[src/cscon_pkg.sv]
// Package of constants, types and timing figures for the charger state controller.
package cscon_pkg;

  // ****************************************
  // Timing
  // ****************************************
  localparam int unsigned CLK_MHZ          = 200;
  localparam longint unsigned BAD_BAT_MIN  = 30;
  localparam longint unsigned SAFETY_MIN   = 120;
  localparam int unsigned C10_FILTER_US    = 350;
  localparam int unsigned RECHG_FILTER_US  = 500;
  localparam longint unsigned BAD_BAT_CYC  = BAD_BAT_MIN * 64'd60 * 64'd1000000 * CLK_MHZ;
  localparam longint unsigned SAFETY_CYC   = SAFETY_MIN * 64'd60 * 64'd1000000 * CLK_MHZ;
  localparam int unsigned C10_FILTER_CYC   = C10_FILTER_US * CLK_MHZ;
  localparam int unsigned RECHG_FILTER_CYC = RECHG_FILTER_US * CLK_MHZ;
  // Switching periods in system clocks: 1.5 MHz and 750 kHz, rounded down.
  localparam int unsigned FAST_KHZ         = 1500;
  localparam int unsigned SLOW_KHZ         = 750;
  localparam logic [8:0]  FAST_DIV         = 9'(CLK_MHZ * 1000 / FAST_KHZ);
  localparam logic [8:0]  SLOW_DIV         = 9'(CLK_MHZ * 1000 / SLOW_KHZ);
  localparam logic [3:0]  DROPOUT_CYCLES   = 4'h8;
  localparam logic [5:0]  REFRESH_CYCLES   = 6'h20;
  localparam logic [2:0]  STANDBY_CYCLES   = 3'h4;
  localparam int unsigned TIMER_W          = 44;

  // ****************************************
  // Types
  // ****************************************
  typedef enum logic [2:0] {
    CSCON_SHUTDOWN,
    CSCON_DISABLED,
    CSCON_PRECOND,
    CSCON_TRICKLE,
    CSCON_FULL,
    CSCON_SLEEP,
    CSCON_BAD_BAT
  } cscon_state_e;

endpackage

[src/cscon_top.sv]
// Charger state controller: charge phases, status pins and switcher cycle supervision.
`timescale 1ns/100ps
`default_nettype none
module cscon_top #(
  parameter longint unsigned BAD_BAT_LIMIT = cscon_pkg::BAD_BAT_CYC,
  parameter longint unsigned SAFETY_LIMIT  = cscon_pkg::SAFETY_CYC,
  parameter int unsigned     C10_LIMIT     = cscon_pkg::C10_FILTER_CYC,
  parameter int unsigned     RECHG_LIMIT   = cscon_pkg::RECHG_FILTER_CYC
) (
  input  wire logic clk_in,
  input  wire logic rst_n_in,
  input  wire logic run_en_in,
  input  wire logic run_hold_in,
  input  wire logic run_sd_n_in,
  input  wire logic diff_uvlo_in,
  input  wire logic deep_discharge_in,
  input  wire logic trickle_in,
  input  wire logic float_in,
  input  wire logic recharge_in,
  input  wire logic ntc_fault_in,
  input  wire logic bat_present_in,
  input  wire logic current_monitor_low_in,
  input  wire logic cur_low_in,
  input  wire logic cur_high_in,
  input  wire logic select_a_in,
  input  wire logic top_req_in,
  input  wire logic il_zero_in,
  output logic      charge_indicator_oe_out,
  output logic      charge_indicator_o_out,
  output logic      fault_indicator_oe_out,
  output logic      fault_indicator_o_out,
  output logic      divider_ground_return_oe_out,
  output logic      divider_ground_return_o_out,
  output logic      shutdown_out,
  output logic      switch_en_out,
  output logic      precond_en_out,
  output logic      trickle_level_out,
  output logic      skip_mode_out,
  output logic      standby_out,
  output logic      top_on_out,
  output logic      bottom_on_out,
  output logic      cycle_start_out,
  output cscon_pkg::cscon_state_e state_out
);
  import cscon_pkg::*;

  // ****************************************
  // Input synchronisers
  // ****************************************
  localparam int unsigned NIN = 15;
  // Reset loads idle levels, so no false shutdown follows the release of reset.
  localparam logic [NIN-1:0] SYNC_IDLE = 15'h1000;
  logic [NIN-1:0] raw_w;
  logic [NIN-1:0] s1_q;
  logic [NIN-1:0] s2_q;
  assign raw_w = {run_en_in, run_hold_in, run_sd_n_in, diff_uvlo_in, deep_discharge_in,
                  trickle_in, float_in, recharge_in, ntc_fault_in, bat_present_in,
                  current_monitor_low_in, cur_low_in, cur_high_in, select_a_in, il_zero_in};

  always_ff @(posedge clk_in)
  begin
    if (!rst_n_in)
    begin
      s1_q <= SYNC_IDLE;
      s2_q <= SYNC_IDLE;
    end
    else
    begin
      s1_q <= raw_w;
      s2_q <= s1_q;
    end
  end

  logic run_en, run_hold, run_sd_n, uvlo, deep, trk, flt, rchg, ntc, bat, mon_low;
  logic cur_low, cur_high, fsel, il_zero;
  assign {run_en, run_hold, run_sd_n, uvlo, deep, trk, flt, rchg, ntc, bat, mon_low,
          cur_low, cur_high, fsel, il_zero} = s2_q;

  // ****************************************
  // Filters
  // ****************************************
  logic c10_w;
  logic rchg_w;
  cscon_filter #(.CYCLES(C10_LIMIT)) u_c10 (
    .clk_in   (clk_in),
    .rst_n_in (rst_n_in),
    .level_in (mon_low),
    .held_out (c10_w)
  );
  cscon_filter #(.CYCLES(RECHG_LIMIT)) u_rchg (
    .clk_in   (clk_in),
    .rst_n_in (rst_n_in),
    .level_in (rchg),
    .held_out (rchg_w)
  );

  // ****************************************
  // Charge state machine
  // ****************************************
  cscon_state_e    state_q;
  logic [TIMER_W-1:0] timer_q;
  logic            timer_done_w;
  logic            active_w;
  assign active_w = (state_q == CSCON_PRECOND) || (state_q == CSCON_TRICKLE) ||
                    (state_q == CSCON_FULL);
  assign timer_done_w = (state_q == CSCON_TRICKLE) ? (timer_q >= TIMER_W'(BAD_BAT_LIMIT))
                                                   : (timer_q >= TIMER_W'(SAFETY_LIMIT));

  always_ff @(posedge clk_in)
  begin
    if (!rst_n_in)
    begin
      state_q <= CSCON_DISABLED;
    end
    else if (!run_sd_n || uvlo)
    begin
      state_q <= CSCON_SHUTDOWN;
    end
    else if (!run_hold || (state_q == CSCON_SHUTDOWN))
    begin
      state_q <= CSCON_DISABLED;
    end
    else
    begin
      case (state_q)
        CSCON_DISABLED:
          if (run_en && bat) state_q <= CSCON_PRECOND;
        CSCON_PRECOND:
          if (!deep) state_q <= CSCON_TRICKLE;
        CSCON_TRICKLE:
          if (deep) state_q <= CSCON_PRECOND;
          else if (trk) state_q <= CSCON_FULL;
          else if (timer_done_w) state_q <= CSCON_BAD_BAT;
        CSCON_FULL:
          if (flt && timer_done_w) state_q <= CSCON_SLEEP;
        CSCON_SLEEP:
          if (rchg_w) state_q <= CSCON_PRECOND;
        CSCON_BAD_BAT:
          if (!bat) state_q <= CSCON_DISABLED;
        default:
          state_q <= CSCON_DISABLED;
      endcase
    end
  end

  // The timer counts trickle time, and safety time only once float is reached.
  always_ff @(posedge clk_in)
  begin
    if (!rst_n_in || !active_w)
    begin
      timer_q <= '0;
    end
    else if (state_q == CSCON_TRICKLE && !trk && !ntc)
    begin
      timer_q <= timer_q + 1'b1;
    end
    else if (state_q == CSCON_FULL && flt && !ntc)
    begin
      timer_q <= timer_q + 1'b1;
    end
    else if (state_q == CSCON_TRICKLE && trk)
    begin
      timer_q <= '0;
    end
  end

  // ****************************************
  // Status pins
  // ****************************************
  logic chg_low_d;
  logic flt_low_d;
  always_comb
  begin
    chg_low_d = active_w && (ntc || !c10_w);
    flt_low_d = (state_q == CSCON_BAD_BAT) || (active_w && ntc);
  end

  always_ff @(posedge clk_in)
  begin
    if (!rst_n_in)
    begin
      charge_indicator_oe_out <= 1'b0;
      fault_indicator_oe_out  <= 1'b0;
    end
    else
    begin
      charge_indicator_oe_out <= chg_low_d;
      fault_indicator_oe_out  <= flt_low_d;
    end
  end
  assign charge_indicator_o_out       = 1'b0;
  assign fault_indicator_o_out        = 1'b0;
  assign divider_ground_return_o_out  = 1'b0;
  assign divider_ground_return_oe_out = active_w || (state_q == CSCON_SLEEP) ||
                                        (state_q == CSCON_BAD_BAT);
  assign shutdown_out      = (state_q == CSCON_SHUTDOWN);
  assign state_out         = state_q;
  assign switch_en_out     = ((state_q == CSCON_TRICKLE) || (state_q == CSCON_FULL)) && !ntc;
  assign precond_en_out    = (state_q == CSCON_PRECOND) || (state_q == CSCON_TRICKLE);
  assign trickle_level_out = (state_q == CSCON_TRICKLE);

  // ****************************************
  // Switching cycle, dropout and refresh
  // ****************************************
  logic [8:0] div_q;
  logic       tick_w;
  assign tick_w = (div_q == 9'h000);
  assign cycle_start_out = tick_w && switch_en_out;

  always_ff @(posedge clk_in)
  begin
    if (!rst_n_in || tick_w)
    begin
      div_q <= (fsel ? FAST_DIV : SLOW_DIV) - 9'h001;
    end
    else
    begin
      div_q <= div_q - 9'h001;
    end
  end

  // Pulse skipping is entered only outside constant current, with hysteresis.
  always_ff @(posedge clk_in)
  begin
    if (!rst_n_in || !switch_en_out)
    begin
      skip_mode_out <= 1'b0;
    end
    else if (!skip_mode_out && flt && cur_low)
    begin
      skip_mode_out <= 1'b1;
    end
    else if (skip_mode_out && cur_high)
    begin
      skip_mode_out <= 1'b0;
    end
  end

  logic [2:0] burst_q;
  always_ff @(posedge clk_in)
  begin
    if (!rst_n_in || !skip_mode_out)
    begin
      burst_q <= '0;
    end
    else if (tick_w)
    begin
      burst_q <= burst_q + 3'h1;
    end
  end
  assign standby_out = skip_mode_out && (burst_q >= STANDBY_CYCLES);

  logic [3:0] drop_q;
  logic [5:0] refr_q;
  logic       force_bot_q;
  always_ff @(posedge clk_in)
  begin
    if (!rst_n_in || !switch_en_out)
    begin
      drop_q      <= '0;
      refr_q      <= '0;
      force_bot_q <= 1'b0;
      top_on_out  <= 1'b0;
    end
    else if (tick_w)
    begin
      if (refr_q >= REFRESH_CYCLES)
      begin
        force_bot_q <= 1'b1;
        top_on_out  <= 1'b0;
        refr_q      <= '0;
      end
      else
      begin
        force_bot_q <= 1'b0;
        top_on_out  <= top_req_in && !standby_out;
        refr_q      <= refr_q + 6'h01;
        drop_q      <= (top_req_in && top_on_out) ? drop_q + 4'h1 : 4'h0;
      end
    end
    else
    begin
      if (top_on_out && (drop_q >= DROPOUT_CYCLES - 4'h1))
      begin
        top_on_out  <= 1'b0;
        force_bot_q <= 1'b1;
        drop_q      <= '0;
      end
      else if (force_bot_q && il_zero)
      begin
        force_bot_q <= 1'b0;
      end
      if (bottom_on_out)
      begin
        refr_q <= '0;
      end
    end
  end
  assign bottom_on_out = force_bot_q;

  // ****************************************
  // Checks
  // ****************************************
  property p_rst_idle;
    @(posedge clk_in) !rst_n_in |=> (state_q == CSCON_DISABLED) && !charge_indicator_oe_out;
  endproperty
  a_rst_idle: assert property (p_rst_idle) else $error("reset not idle");

  property p_bad_fault;
    @(posedge clk_in) disable iff (!rst_n_in)
      (state_q == CSCON_BAD_BAT) |=> fault_indicator_oe_out || state_q != CSCON_BAD_BAT;
  endproperty
  a_bad_fault: assert property (p_bad_fault) else $error("bad battery not flagged");

  property p_bad_chg;
    @(posedge clk_in) disable iff (!rst_n_in)
      $past(state_q == CSCON_BAD_BAT) && state_q == CSCON_BAD_BAT |-> !charge_indicator_oe_out;
  endproperty
  a_bad_chg: assert property (p_bad_chg) else $error("charge low on bad battery");

  property p_disabled_rel;
    @(posedge clk_in) disable iff (!rst_n_in)
      $past(state_q == CSCON_DISABLED) |-> !charge_indicator_oe_out && !fault_indicator_oe_out;
  endproperty
  a_disabled_rel: assert property (p_disabled_rel) else $error("pins low when off");

  property p_fbg_float;
    @(posedge clk_in) disable iff (!rst_n_in)
      (state_q == CSCON_DISABLED) |-> !divider_ground_return_oe_out;
  endproperty
  a_fbg_float: assert property (p_fbg_float) else $error("divider return driven");

  property p_uvlo;
    @(posedge clk_in) disable iff (!rst_n_in) (s2_q[11] && run_sd_n) |=> shutdown_out;
  endproperty
  a_uvlo: assert property (p_uvlo) else $error("no shutdown on uvlo");

  property p_precond;
    @(posedge clk_in) disable iff (!rst_n_in)
      (state_q == CSCON_PRECOND) |-> !switch_en_out && precond_en_out;
  endproperty
  a_precond: assert property (p_precond) else $error("switching in precondition");

  property p_full;
    @(posedge clk_in) disable iff (!rst_n_in)
      (state_q == CSCON_FULL) |-> !precond_en_out && !trickle_level_out;
  endproperty
  a_full: assert property (p_full) else $error("precondition in full");

  property p_dropout;
    @(posedge clk_in) disable iff (!rst_n_in)
      switch_en_out && !tick_w && top_on_out && (drop_q >= DROPOUT_CYCLES - 4'h1)
      |=> bottom_on_out && !top_on_out;
  endproperty
  a_dropout: assert property (p_dropout) else $error("dropout did not force bottom");

  property p_refresh;
    @(posedge clk_in) disable iff (!rst_n_in) refr_q <= REFRESH_CYCLES;
  endproperty
  a_refresh: assert property (p_refresh) else $error("refresh count overran");

  c_charge: cover property (@(posedge clk_in) state_q == CSCON_FULL);
  c_bad:    cover property (@(posedge clk_in) state_q == CSCON_BAD_BAT);
  c_skip:   cover property (@(posedge clk_in) standby_out);
  c_drop:   cover property (@(posedge clk_in) bottom_on_out);

endmodule
`default_nettype wire

[src/cscon_filter.sv]
// Persistence filter: output rises only after the level holds high for a set count, and falls at once.
`timescale 1ns/100ps
`default_nettype none
module cscon_filter #(
  parameter int unsigned CYCLES = 16
) (
  input  wire logic clk_in,
  input  wire logic rst_n_in,
  input  wire logic level_in,
  output logic      held_out
);
  import cscon_pkg::*;

  logic [$clog2(CYCLES+1)-1:0] cnt_q;

  // ****************************************
  // Counter
  // ****************************************
  always_ff @(posedge clk_in)
  begin
    if (!rst_n_in || !level_in)
    begin
      cnt_q    <= '0;
      held_out <= 1'b0;
    end
    else if (cnt_q < ($clog2(CYCLES+1))'(CYCLES))
    begin
      cnt_q    <= cnt_q + 1'b1;
      held_out <= 1'b0;
    end
    else
    begin
      held_out <= 1'b1;
    end
  end

endmodule
`default_nettype wire

[config.mk]
export PLATFORM = sky130hd
export DESIGN_NAME = cscon_top
export DESIGN_NICKNAME = d
export VERILOG_FILES = /design/src/cscon_pkg.sv /design/src/cscon_top.sv /design/src/cscon_filter.sv
export SDC_FILE = /design/constraint.sdc
export NUM_CORES = 1
export LEC_CHECK = 0
export CAP_MARGIN = 20
export CORE_ASPECT_RATIO = 0.9
export CORE_UTILIZATION = 60
export CTS_BUF_LIST = sky130_fd_sc_hd__clkbuf_8 sky130_fd_sc_hd__clkbuf_16
export CTS_CLUSTER_DIAMETER = 50
export DETAILED_ROUTE_END_ITERATION = 6
export DONT_BUFFER_PORTS = 1
export PLACE_DENSITY = 0.8
export SLEW_MARGIN = 20
export SYNTH_ARGS = -nofsm -noshare
export SYNTH_HDL_FRONTEND = slang
export SYNTH_SLANG_ARGS = --single-unit
[constraint.sdc]
create_clock -name clk_in -period 3.8 [get_ports clk_in]
set_clock_uncertainty 0.15 [all_clocks]
set_input_delay 0.19 -clock clk_in [delete_from_list [all_inputs] [get_ports clk_in]]
set_output_delay 0.19 -clock clk_in [all_outputs]
set_load 0.005 [all_outputs]
==> out/qor.txt, run 1 <==
core area -> 0.0104 sq mm
starting density of the core -> 0.626
Critical Path Sink Type -> flop
Async SR Flop Fraction -> 0
clock share of power -> 0.502
non-filler instance count after layout -> 905
crit path time final -> 3150 ps
failing checks -> DRC
Die X -> 112 microns
hold path start -> rst_n_in
Max-Cap Viols -> 0
DP HPWL -> 9020 microns
Gate power share -> 0.029
pre-CTS setup slack -> 842 ps
vias -> 5512
Final WS setup -> 652 ps
Inserted Diodes -> 0
largest net degree at the start of global routing -> 47
setup TNS -> 0 ps
Sw Share -> 0.223
fmax -> 318 MHz
hold depth -> 3
vias in the first global route -> 5223
Pleak -> 2.38 nW
root buffer cell -> clkbuf_16
Worst-Skew Late Latency -> 410 ps
Slew Limit Fails -> 0
sequential power share -> 0.469
status -> finished, violations left
RR Endpoint -> div_q[8]
filler cell count -> 762
cts repair resizes -> 0
Max VDD drop -> 387 uV
WL final -> 14600 microns
most used flip-flop cell after synthesis -> dfxtp_1
Cell variety after synth -> 64
fraction of layout cells with a size suffix above 1 -> 0.0889
CTS tree -> yes
power consumption -> 3.26 mW
Post-Syn Area per Cell -> 8.66 sq um
Final Hold Fails -> 0
post-CTS setup repair buffer count -> 0
WL/cell -> 16.1 microns
RSZ-0062 raised after global routing -> false
Detailed Routing Iterations Pass 1 -> 7
DRC errors left -> 1
fin crit share -> 0.828
R2R Setup Slk -> 650 ps
first-pass GRT wire length -> 24100 microns
Total GRT Usage -> 0.269
First DRT Iteration DRCs -> 310
Synth Instances -> 753
CTS Sinks -> 140
Final Net Count -> 790
initial antenna violation count -> 0
reg2reg path depth -> 10
Synth Warn # -> 0
Setup-failing EPs final -> 0
post-route ant nets -> 0
internal power -> 2.53 mW
PortBufs -> 0
Setup CP Type -> reg -> reg
synthesized area -> 0.00652 sq mm
EDFF count, synth -> 0
Worst EP required -> 3940 ps
Area growth syn-to-layout -> 13.0%
HP Class -> in -> reg
RR Startpoint -> div_q[5]
Worst Hold End -> timer_q[30]
Max Root-Sink Buffers -> 2
total die area -> 0.0113 sq mm
startpoint types -> flop
Die Y -> 101 microns
hold_buf cts -> 20
synthesized flop and latch total -> 140
# IOs -> 36
Critical Path AT -> 3290 ps
H-tree depth -> 4
Worst-path clk slew -> 60 ps
critical path peak fanout -> 9
Slew HR -> 0.505
CTS Buf Count -> 17
GP Congestion -> 0.797
Placement Rows -> 35
vias per cell -> 6.09
Psw -> 0.727 mW
Overflow after GRT -> 0
Seq/Total Area, Yosys -> 0.430
Pwr Density -> 442 mW/mm^2
Post-Place Cells -> 853
Worst-Margin Slew -> 736 ps
[cell families (layout without fill, tap and decap cells)]
| group | count (synthesis) | in the layout | synth area share |
|---|---|---|---|
| and+or+nand+nor | 357 | 357 | 0.295 |
| DFF | 140 | 140 | 0.430 |
| AOI/OAI and AO/OA | 137 | 137 | 0.141 |
| buffers and inverters | 52 | 73 | 0.0343 |
| xor gates and xnor gates | 42 | 42 | 0.0564 |
| muxes | 15 | 15 | 0.0251 |
| adders and majority gates | 9 | 9 | 0.0173 |
| other | 1 | 3 | 0.000575 |
[Yosys cell counts (all sizes together) (7+ instances only)]
master / instances / area [sq um]
or4: 7 / 56.3
nor3: 19 / 105
nor2: 78 / 293
a21oi: 54 / 270
or3: 19 / 124
mux2: 11 / 124
xnor2: 35 / 307
nor2b: 14 / 87.6
nand4: 16 / 100
and2: 37 / 231
ha: 9 / 113
nand2: 71 / 267
a31oi: 7 / 43.8
nand3: 38 / 190
buf: 7 / 55.1
inv: 16 / 60.1
xor2: 7 / 61.3
o21ai: 14 / 70.1
nor4: 14 / 103
dfxtp: 140 / 2800
and3: 9 / 56.3
clkbuf: 29 / 109
o211ai: 12 / 90.1
nand2b: 8 / 50.1
[metrics by stage]
step	hold WS, ps	cell area (sq um)	util
6_report	115	7370	0.707
3_5_place_dp	126	6570	0.630
4_1_cts	93.8	7370	0.707
5_1_grt	128	7370	0.707
3_3_place_gp	116	6570	0.630
2_1_floorplan	141	6530	-
[worst max-delay path by stage]
stage / slack (ps) / endpoint / startpoint / depth (start not counted)
after global routing: 510 / timer_q[42] / state_out[1] / 5
after floorplan: 990 / div_q[8] / div_q[1] / 12
final: 650 / div_q[8] / div_q[5] / 10
after CTS: 770 / div_q[8] / div_q[5] / 10
after global placement: 930 / timer_q[38] / state_out[1] / 5
after detailed placement: 840 / timer_q[42] / state_out[1] / 5
[power by group through the flow]
| stage | sequential [mW] | combinational [mW] | clock [mW] |
|---|---|---|---|
| detailed placement | 1.55 | 0.0663 | 0 |
| CTS | 1.52 | 0.0906 | 1.66 |
| finish | 1.53 | 0.0952 | 1.63 |
| global route | 1.53 | 0.103 | 1.72 |
| global placement | 1.55 | 0.0640 | 0 |
| floorplan | 1.54 | 0.0701 | 0 |
[final cells by class]
| type | count | area, sq um | area share |
|---|---|---|---|
| clock buffer | 17 | 425 | 0.0577 |
| timing repair buffer | 25 | 248 | 0.0336 |
| sequential | 140 | 2800 | 0.380 |
| inverter | 16 | 60.1 | 0.00815 |
| tap | 129 | 161 | 0.0219 |
| multi-input combinational | 563 | 3500 | 0.476 |
| clock inverter | 15 | 165 | 0.0224 |
[placed cells by master, fill, tap and decap left out, types with 14 or more instances in the layout]
cell type	count
dfxtp_1	140
nor2_1	78
nand2_1	71
a21oi_1	54
nand3_1	38
and2_1	37
xnor2_1	35
dlygate4sd3_1	19
or3_1	18
inv_1	17
nor3_1	17
clkbuf_16	17
nand4_1	16
nor2b_1	14
[worst max-delay path, stage by stage (launching register included)]
cell and delay (ps):
dfxtp_1 350, or4_1 630, or3_4 440, nand2_1 170, and2_1 260, o21bai_1 160
ha_1 210, nand2_1 120, nor3_1 240, xnor2_1 170, a31oi_1 120
[layer usage]
metal  up-vias  track usage  share of wire
met5         -            0              0
met4         0        0.126          0.024
met3        30       0.0686          0.054
met2       173        0.463           0.49
met1      2607        0.316           0.43
li1       2702            -              -
[sequential cells by signal (all words and copies together), names as in the netlist, 3 cells and up]
| name | flops |
|---|---|
| burst_q | 3 |
| state_out | 3 |
| s2_q | 15 |
| div_q | 9 |
| refr_q | 6 |
| u_rchg.cnt_q | 17 |
| s1_q | 15 |
| drop_q | 4 |
| u_c10.cnt_q | 17 |
| timer_q | 44 |
(Power assumes the default switching activity.)
==> run 2, diff against run 1 <==
==> constraint.sdc (replaced) <==
create_clock -name clk_in -period 3.1 [get_ports clk_in]
set_clock_uncertainty 0.15 [all_clocks]
set_input_delay 0.155 -clock clk_in [delete_from_list [all_inputs] [get_ports clk_in]]
set_output_delay 0.155 -clock clk_in [all_outputs]
set_load 0.005 [all_outputs]
==> run 2 against run 1 <==
  * The run still ends with DRC left
  * Non-clock buffer count grew 6
  * Routed wire length grew 1.5%
  * Worst setup slack lost 550 ps
  * Sequential share of layout area shrank 0.42 points
  * Sequential power grew 23%
  * Flip-flop and latch count is the same
  * Combinational power grew 28%
  * Largest cell class unchanged
  * Highest routed layer unchanged
==> out/qor.txt, run 2 (synthesis results as in run 1) <==
Largest regs -> timer_q x44, u_c10.cnt_q x17, u_rchg.cnt_q x17
crit path time final -> 3000 ps (-148 ps)
CTS Sinks -> 140 (unchanged)
First DRT Iteration DRCs -> 491 (+58%)
Total GRT Usage -> 0.273 (+0.00403)
Overflow after GRT -> 0 (unchanged)
fin crit share -> 0.968 (+0.139)
Final Net Count -> 796 (+0.76%)
fmax -> 333 MHz (+4.9%)
vias in the first global route -> 5204 (-0.36%)
Pwr Density -> 546 mW/mm^2 (+24%)
DRC errors left -> 1 (unchanged)
Slew HR -> 0.392 (-0.113)
Critical Path AT -> 3150 ps (-140 ps)
Max Root-Sink Buffers -> 2 (unchanged)
post-CTS setup repair buffer count -> 0 (unchanged)
fraction of layout cells with a size suffix above 1 -> 0.109 (+0.0198)
DP HPWL -> 8950 microns (-0.78%)
post-layout util -> 0.715 (+0.00828)
most frequent cells in the layout -> 139 x dfxtp_1, 78 x nor2_1, 70 x nand2_1
HP Class -> in -> reg
Placement Rows -> 35 (unchanged)
Worst EP required -> 3250 ps (-690 ps)
vias per cell -> 6.16 (+1.1%)
CTS Buf Count -> 17 (unchanged)
Worst-Margin Slew -> 912 ps (+176 ps)
startpoint types -> flop
Critical Path Sink Type -> flop
starting density of the core -> 0.626 (unchanged)
leading cell type in the layout, fill and taps excluded -> dfxtp_1
status -> finished, violations left
H-tree depth -> 4 (unchanged)
root buffer cell -> clkbuf_16
Setup-failing EPs final -> 0 (unchanged)
core area -> 0.0104 sq mm (unchanged)
Max VDD drop -> 550 uV (+42%)
initial antenna violation count -> 0 (unchanged)
GP Congestion -> 0.845 (+6.0%)
Largest Register -> timer_q
Worst-path clk slew -> 60 ps (about the same)
Area growth syn-to-layout -> 14.3%
RSZ-0062 raised after global routing -> false
Setup CP Type -> reg -> reg
Inserted Diodes -> 0 (unchanged)
critical path peak fanout -> 9 (unchanged)
WL final -> 14800 microns (+1.5%)
Detailed Routing Iterations Pass 1 -> 7 (unchanged)
PortBufs -> 0 (unchanged)
Final Hold Fails -> 0 (unchanged)
Max-Cap Viols -> 0 (unchanged)
Slew Limit Fails -> 0 (unchanged)
failing checks -> DRC
fin area -> 0.00745 sq mm (+1.2%)
CTS tree -> yes
total die area -> 0.0113 sq mm (unchanged)
# IOs -> 36 (unchanged)
first-pass GRT wire length -> 24600 microns (+1.9%)
setup TNS -> 0 ps (unchanged)
vias -> 5612 (+1.8%)
Die Y -> 101 microns (unchanged)
max FFs per register -> 44 (unchanged)
Worst-Skew Late Latency -> 420 ps (about the same)
post-route ant nets -> 0 (unchanged)
WL/cell -> 16.3 microns (+0.81%)
Die X -> 112 microns (unchanged)
Pleak -> 2.44 nW (+2.5%)
largest net degree at the start of global routing -> 47 (unchanged)
post-placement cell area -> 0.00664 sq mm (+1.1%)
run 2: cell count changes in the layout (fill, tap and decap cells not counted), sizes merged:
cell | previous run | this run
inv | 23 | 24
dlygate4sd3 | 19 | 17
buf | 6 | 14
clkinv | 5 | 4
run 2: layout make-up:
cell class / count / area, sq um
sequential: 140 / 2800
clock inverter: 15 / 175
inverter: 16 / 60.1
fill: 725 / 2970
timing repair buffer: 31 / 300
clock buffer: 17 / 425
multi-input combinational: 563 / 3530
tap: 129 / 161
run 2: power by group:
| group | switching (mW) | internal [mW] |
|---|---|---|
| logic | 0.0611 | 0.0610 |
| clock network | 0.858 | 1.22 |
| registers | 0.0395 | 1.84 |
run 2: layer usage:
layer / vias up / global-route usage / share of wire
met5: - / 0 / 0
met4: 0 / 0.126 / 0.028
met3: 41 / 0.0631 / 0.046
met2: 162 / 0.470 / 0.50
met1: 2688 / 0.325 / 0.43
li1: 2721 / - / -
run 2: critical path, cell delays in order (launching register included):
cell and delay [ps]:
dfxtp_1 350, or4_4 610, or3_4 460, nand2_1 160, and2_2 220, o21bai_1 130
ha_1 240, nand2_2 130, nor3_2 160, xnor2_1 160, a31oi_1 100
run 2: final timing paths:
| path | from | to | slack, ps | depth (start not counted) |
|---|---|---|---|---|
| max | div_q[1] | div_q[8] | 100 | 10 |
| min | rst_n_in | timer_q[28] | 20 | 2 |
| min reg2reg | u_c10.held_out | charge_indicator_oe_out | 280 | 1 |
| max reg2reg | div_q[1] | div_q[8] | 100 | 10 |
run 2: what timing repair did:
action | in CTS | in global routing
hold endpoints to repair | 59 | 0
setup endpoints to repair | 0 | 4
resized for setup | 0 | 7
hold buffers | 18 | 0
run 2: metrics by stage:
stage	cells	power (mW)	setup slack (ps)	hold slack, ps
finish	911	4.07	100	23.1
global route	911	4.20	1.12	32.5
CTS	911	4.07	44.8	8.48
detailed placement	861	1.99	167	89.7
global placement	861	1.98	281	83.3
floorplan	755	1.98	291	106
==> run 3, diff against run 2 <==
--- a/config.mk
+++ b/config.mk
@@ -13,6 +13,7 @@
 export DETAILED_ROUTE_END_ITERATION = 6
 export DONT_BUFFER_PORTS = 1
 export PLACE_DENSITY = 0.8
+export REMOVE_ABC_BUFFERS = 1
 export SLEW_MARGIN = 20
 export SYNTH_ARGS = -nofsm -noshare
 export SYNTH_HDL_FRONTEND = slang
==> run 3 against run 2 <==
  * Cell count grew 0.22%
  * Flip-flop and latch count is the same
  * The flow still finishes with violations (DRC)
  * Core utilization is 0.072 points lower
  * Worst setup slack improved by 68 ps
==> out/qor.txt, run 3 (synthesis results as in run 1) <==
starting density of the core -> 0.626 (unchanged)
CTS Buf Count -> 17 (unchanged)
H-tree depth -> 4 (unchanged)
Crit path top cell by count -> nand2_1
WL final -> 14900 microns (+0.41%)
GP Congestion -> 0.823 (-2.5%)
Detailed Routing Iterations Pass 1 -> 7 (unchanged)
critical path peak fanout -> 9 (unchanged)
R2R Setup Slk -> 170 ps (+70 ps)
Max VDD drop -> 426 uV (-23%)
Largest stage delay, worst path -> 590 ps (-20 ps)
leading cell type in the layout, fill and taps excluded -> dfxtp_1
Worst-Margin Slew -> 982 ps (+70.4 ps)
most frequent cells in the layout -> 140 x dfxtp_1, 78 x nor2_1, 71 x nand2_1
CTS tree -> yes
Final Net Count -> 798 (+0.25%)
family with the most delay on the worst path -> simple AND/OR/NAND/NOR gates
fin area -> 0.00745 sq mm (-0.10%)
DRC errors left -> 2 (+1)
Inserted Diodes -> 0 (unchanged)
core area -> 0.0104 sq mm (unchanged)
non-filler instance count after layout -> 913 (+0.22%)
Pleak -> 2.42 nW (-0.46%)
Placement Rows -> 35 (unchanged)
Post-Place Cells -> 863 (+0.23%)
max FFs per register -> 44 (unchanged)
Critical Path Sink Type -> flop
Critical Path AT -> 3090 ps (-60 ps)
Max Root-Sink Buffers -> 2 (unchanged)
Area growth syn-to-layout -> 14.2%
crit path time final -> 2930 ps (-67.6 ps)
WL/cell -> 16.3 microns (+0.19%)
first-pass GRT wire length -> 24400 microns (-0.50%)
First DRT Iteration DRCs -> 372 (-24%)
vias -> 5546 (-1.2%)
reg2reg path depth -> 10 (unchanged)
Die X -> 112 microns (unchanged)
Overflow after GRT -> 0 (unchanged)
hold path start -> rst_n_in
Final Hold Fails -> 0 (unchanged)
fmax -> 341 MHz (+2.3%)
fraction of layout cells with a size suffix above 1 -> 0.106 (-0.00283)
failing checks -> DRC
vias per cell -> 6.07 (-1.4%)
hold slack -> 38.1 ps (+14.9 ps)
startpoint types -> flop
Slew HR -> 0.345 (-0.0469)
post-route ant nets -> 0 (unchanged)
hold depth -> 2 (unchanged)
Largest regs -> timer_q x44, u_c10.cnt_q x17, u_rchg.cnt_q x17
RR Startpoint -> div_q[1]
Setup CP Type -> reg -> reg
PortBufs -> 0 (unchanged)
Crit-path slowest cell -> or4_4
CTS Sinks -> 140 (unchanged)
largest net degree at the start of global routing -> 47 (unchanged)
post-CTS setup repair buffer count -> 0 (unchanged)
root buffer cell -> clkbuf_16
DP HPWL -> 9350 microns (+4.4%)
fin crit share -> 0.946 (-0.0218)
Worst EP required -> 3260 ps (about the same)
Worst-Skew Late Latency -> 430 ps (about the same)
# IOs -> 36 (unchanged)
post-placement cell area -> 0.00664 sq mm (about the same)
Worst Path Buf+Inv -> 0 (unchanged)
Worst Hold End -> timer_q[17]
Die Y -> 101 microns (unchanged)
Largest Register -> timer_q
Total GRT Usage -> 0.270 (-0.00256)
vias in the first global route -> 5211 (+0.13%)
status -> finished, violations left
crit-path cells -> or4_4 > or3_4 > nand2_1 > and2_2 > o21bai_1 > ha_1 > nand2_1 > nor3_1 > xnor2_1 > nor2_1
power consumption -> 4.06 mW (-0.32%)
HP Class -> in -> reg
total die area -> 0.0113 sq mm (unchanged)
Worst-path clk slew -> 60 ps (about the same)
Setup-failing EPs final -> 0 (unchanged)
Pwr Density -> 545 mW/mm^2 (-0.22%)
Max-Cap Viols -> 0 (unchanged)
RR Endpoint -> div_q[6]
Slew Limit Fails -> 0 (unchanged)
initial antenna violation count -> 0 (unchanged)
## run 3: cell types whose count changed in the layout (fill, tap and decap cells not counted), moves of 2 or more
cell,before,now
clkinv_2,2,0
buf_4,12,15
nor3_2,5,3
inv_6,4,6
nor3_1,14,16
## run 3: cell type report
class | count | area, sq um
well taps | 129 | 161
multi-input cells | 563 | 3510
clock buffers | 17 | 425
inverters | 16 | 60.1
flip-flops and latches | 140 | 2800
clock inverters | 15 | 179
fillers | 740 | 2980
repair buffers | 33 | 303
## run 3: routing by layer
layer  share of wire  global-route usage  up-vias
li1                -                   -     2722
met1            0.44               0.327     2636
met2            0.50               0.475      160
met3           0.046              0.0547       28
met4           0.018               0.104        0
met5               0                   0        -
## run 3: per-stage QoR
stage,util,setup TNS (ps),setup slack (ps)
final,0.714,0,168
after global routing,0.714,-31.7,-25.8
after CTS,0.713,0,87.2
after detailed placement,0.637,0,128
after global placement,0.637,0,279
after floorplan,-,0,201
## run 3: worst max path at each step
stage / from / end / slack (ps) / cells after the start
after floorplan: state_out[0] / timer_q[9] / 200 / 5
after global placement: div_q[5] / div_q[8] / 280 / 10
after detailed placement: div_q[5] / div_q[8] / 130 / 10
after CTS: div_q[5] / div_q[8] / 90 / 10
after global routing: div_q[1] / div_q[8] / -30 / 10
final: div_q[1] / div_q[6] / 170 / 10
## run 3: what timing repair did
item                       CTS  global route
resized for setup            0             3
setup endpoints to repair    0             2
hold buffers                18             0
hold endpoints to repair    60             0
## run 3: power by group
part	internal, mW	leakage, nW	switching, mW
Combinational	0.0618	0.996	0.0592
Clock	1.22	0.292	0.853
Sequential	1.84	1.14	0.0302
Total	3.12	2.42	0.943
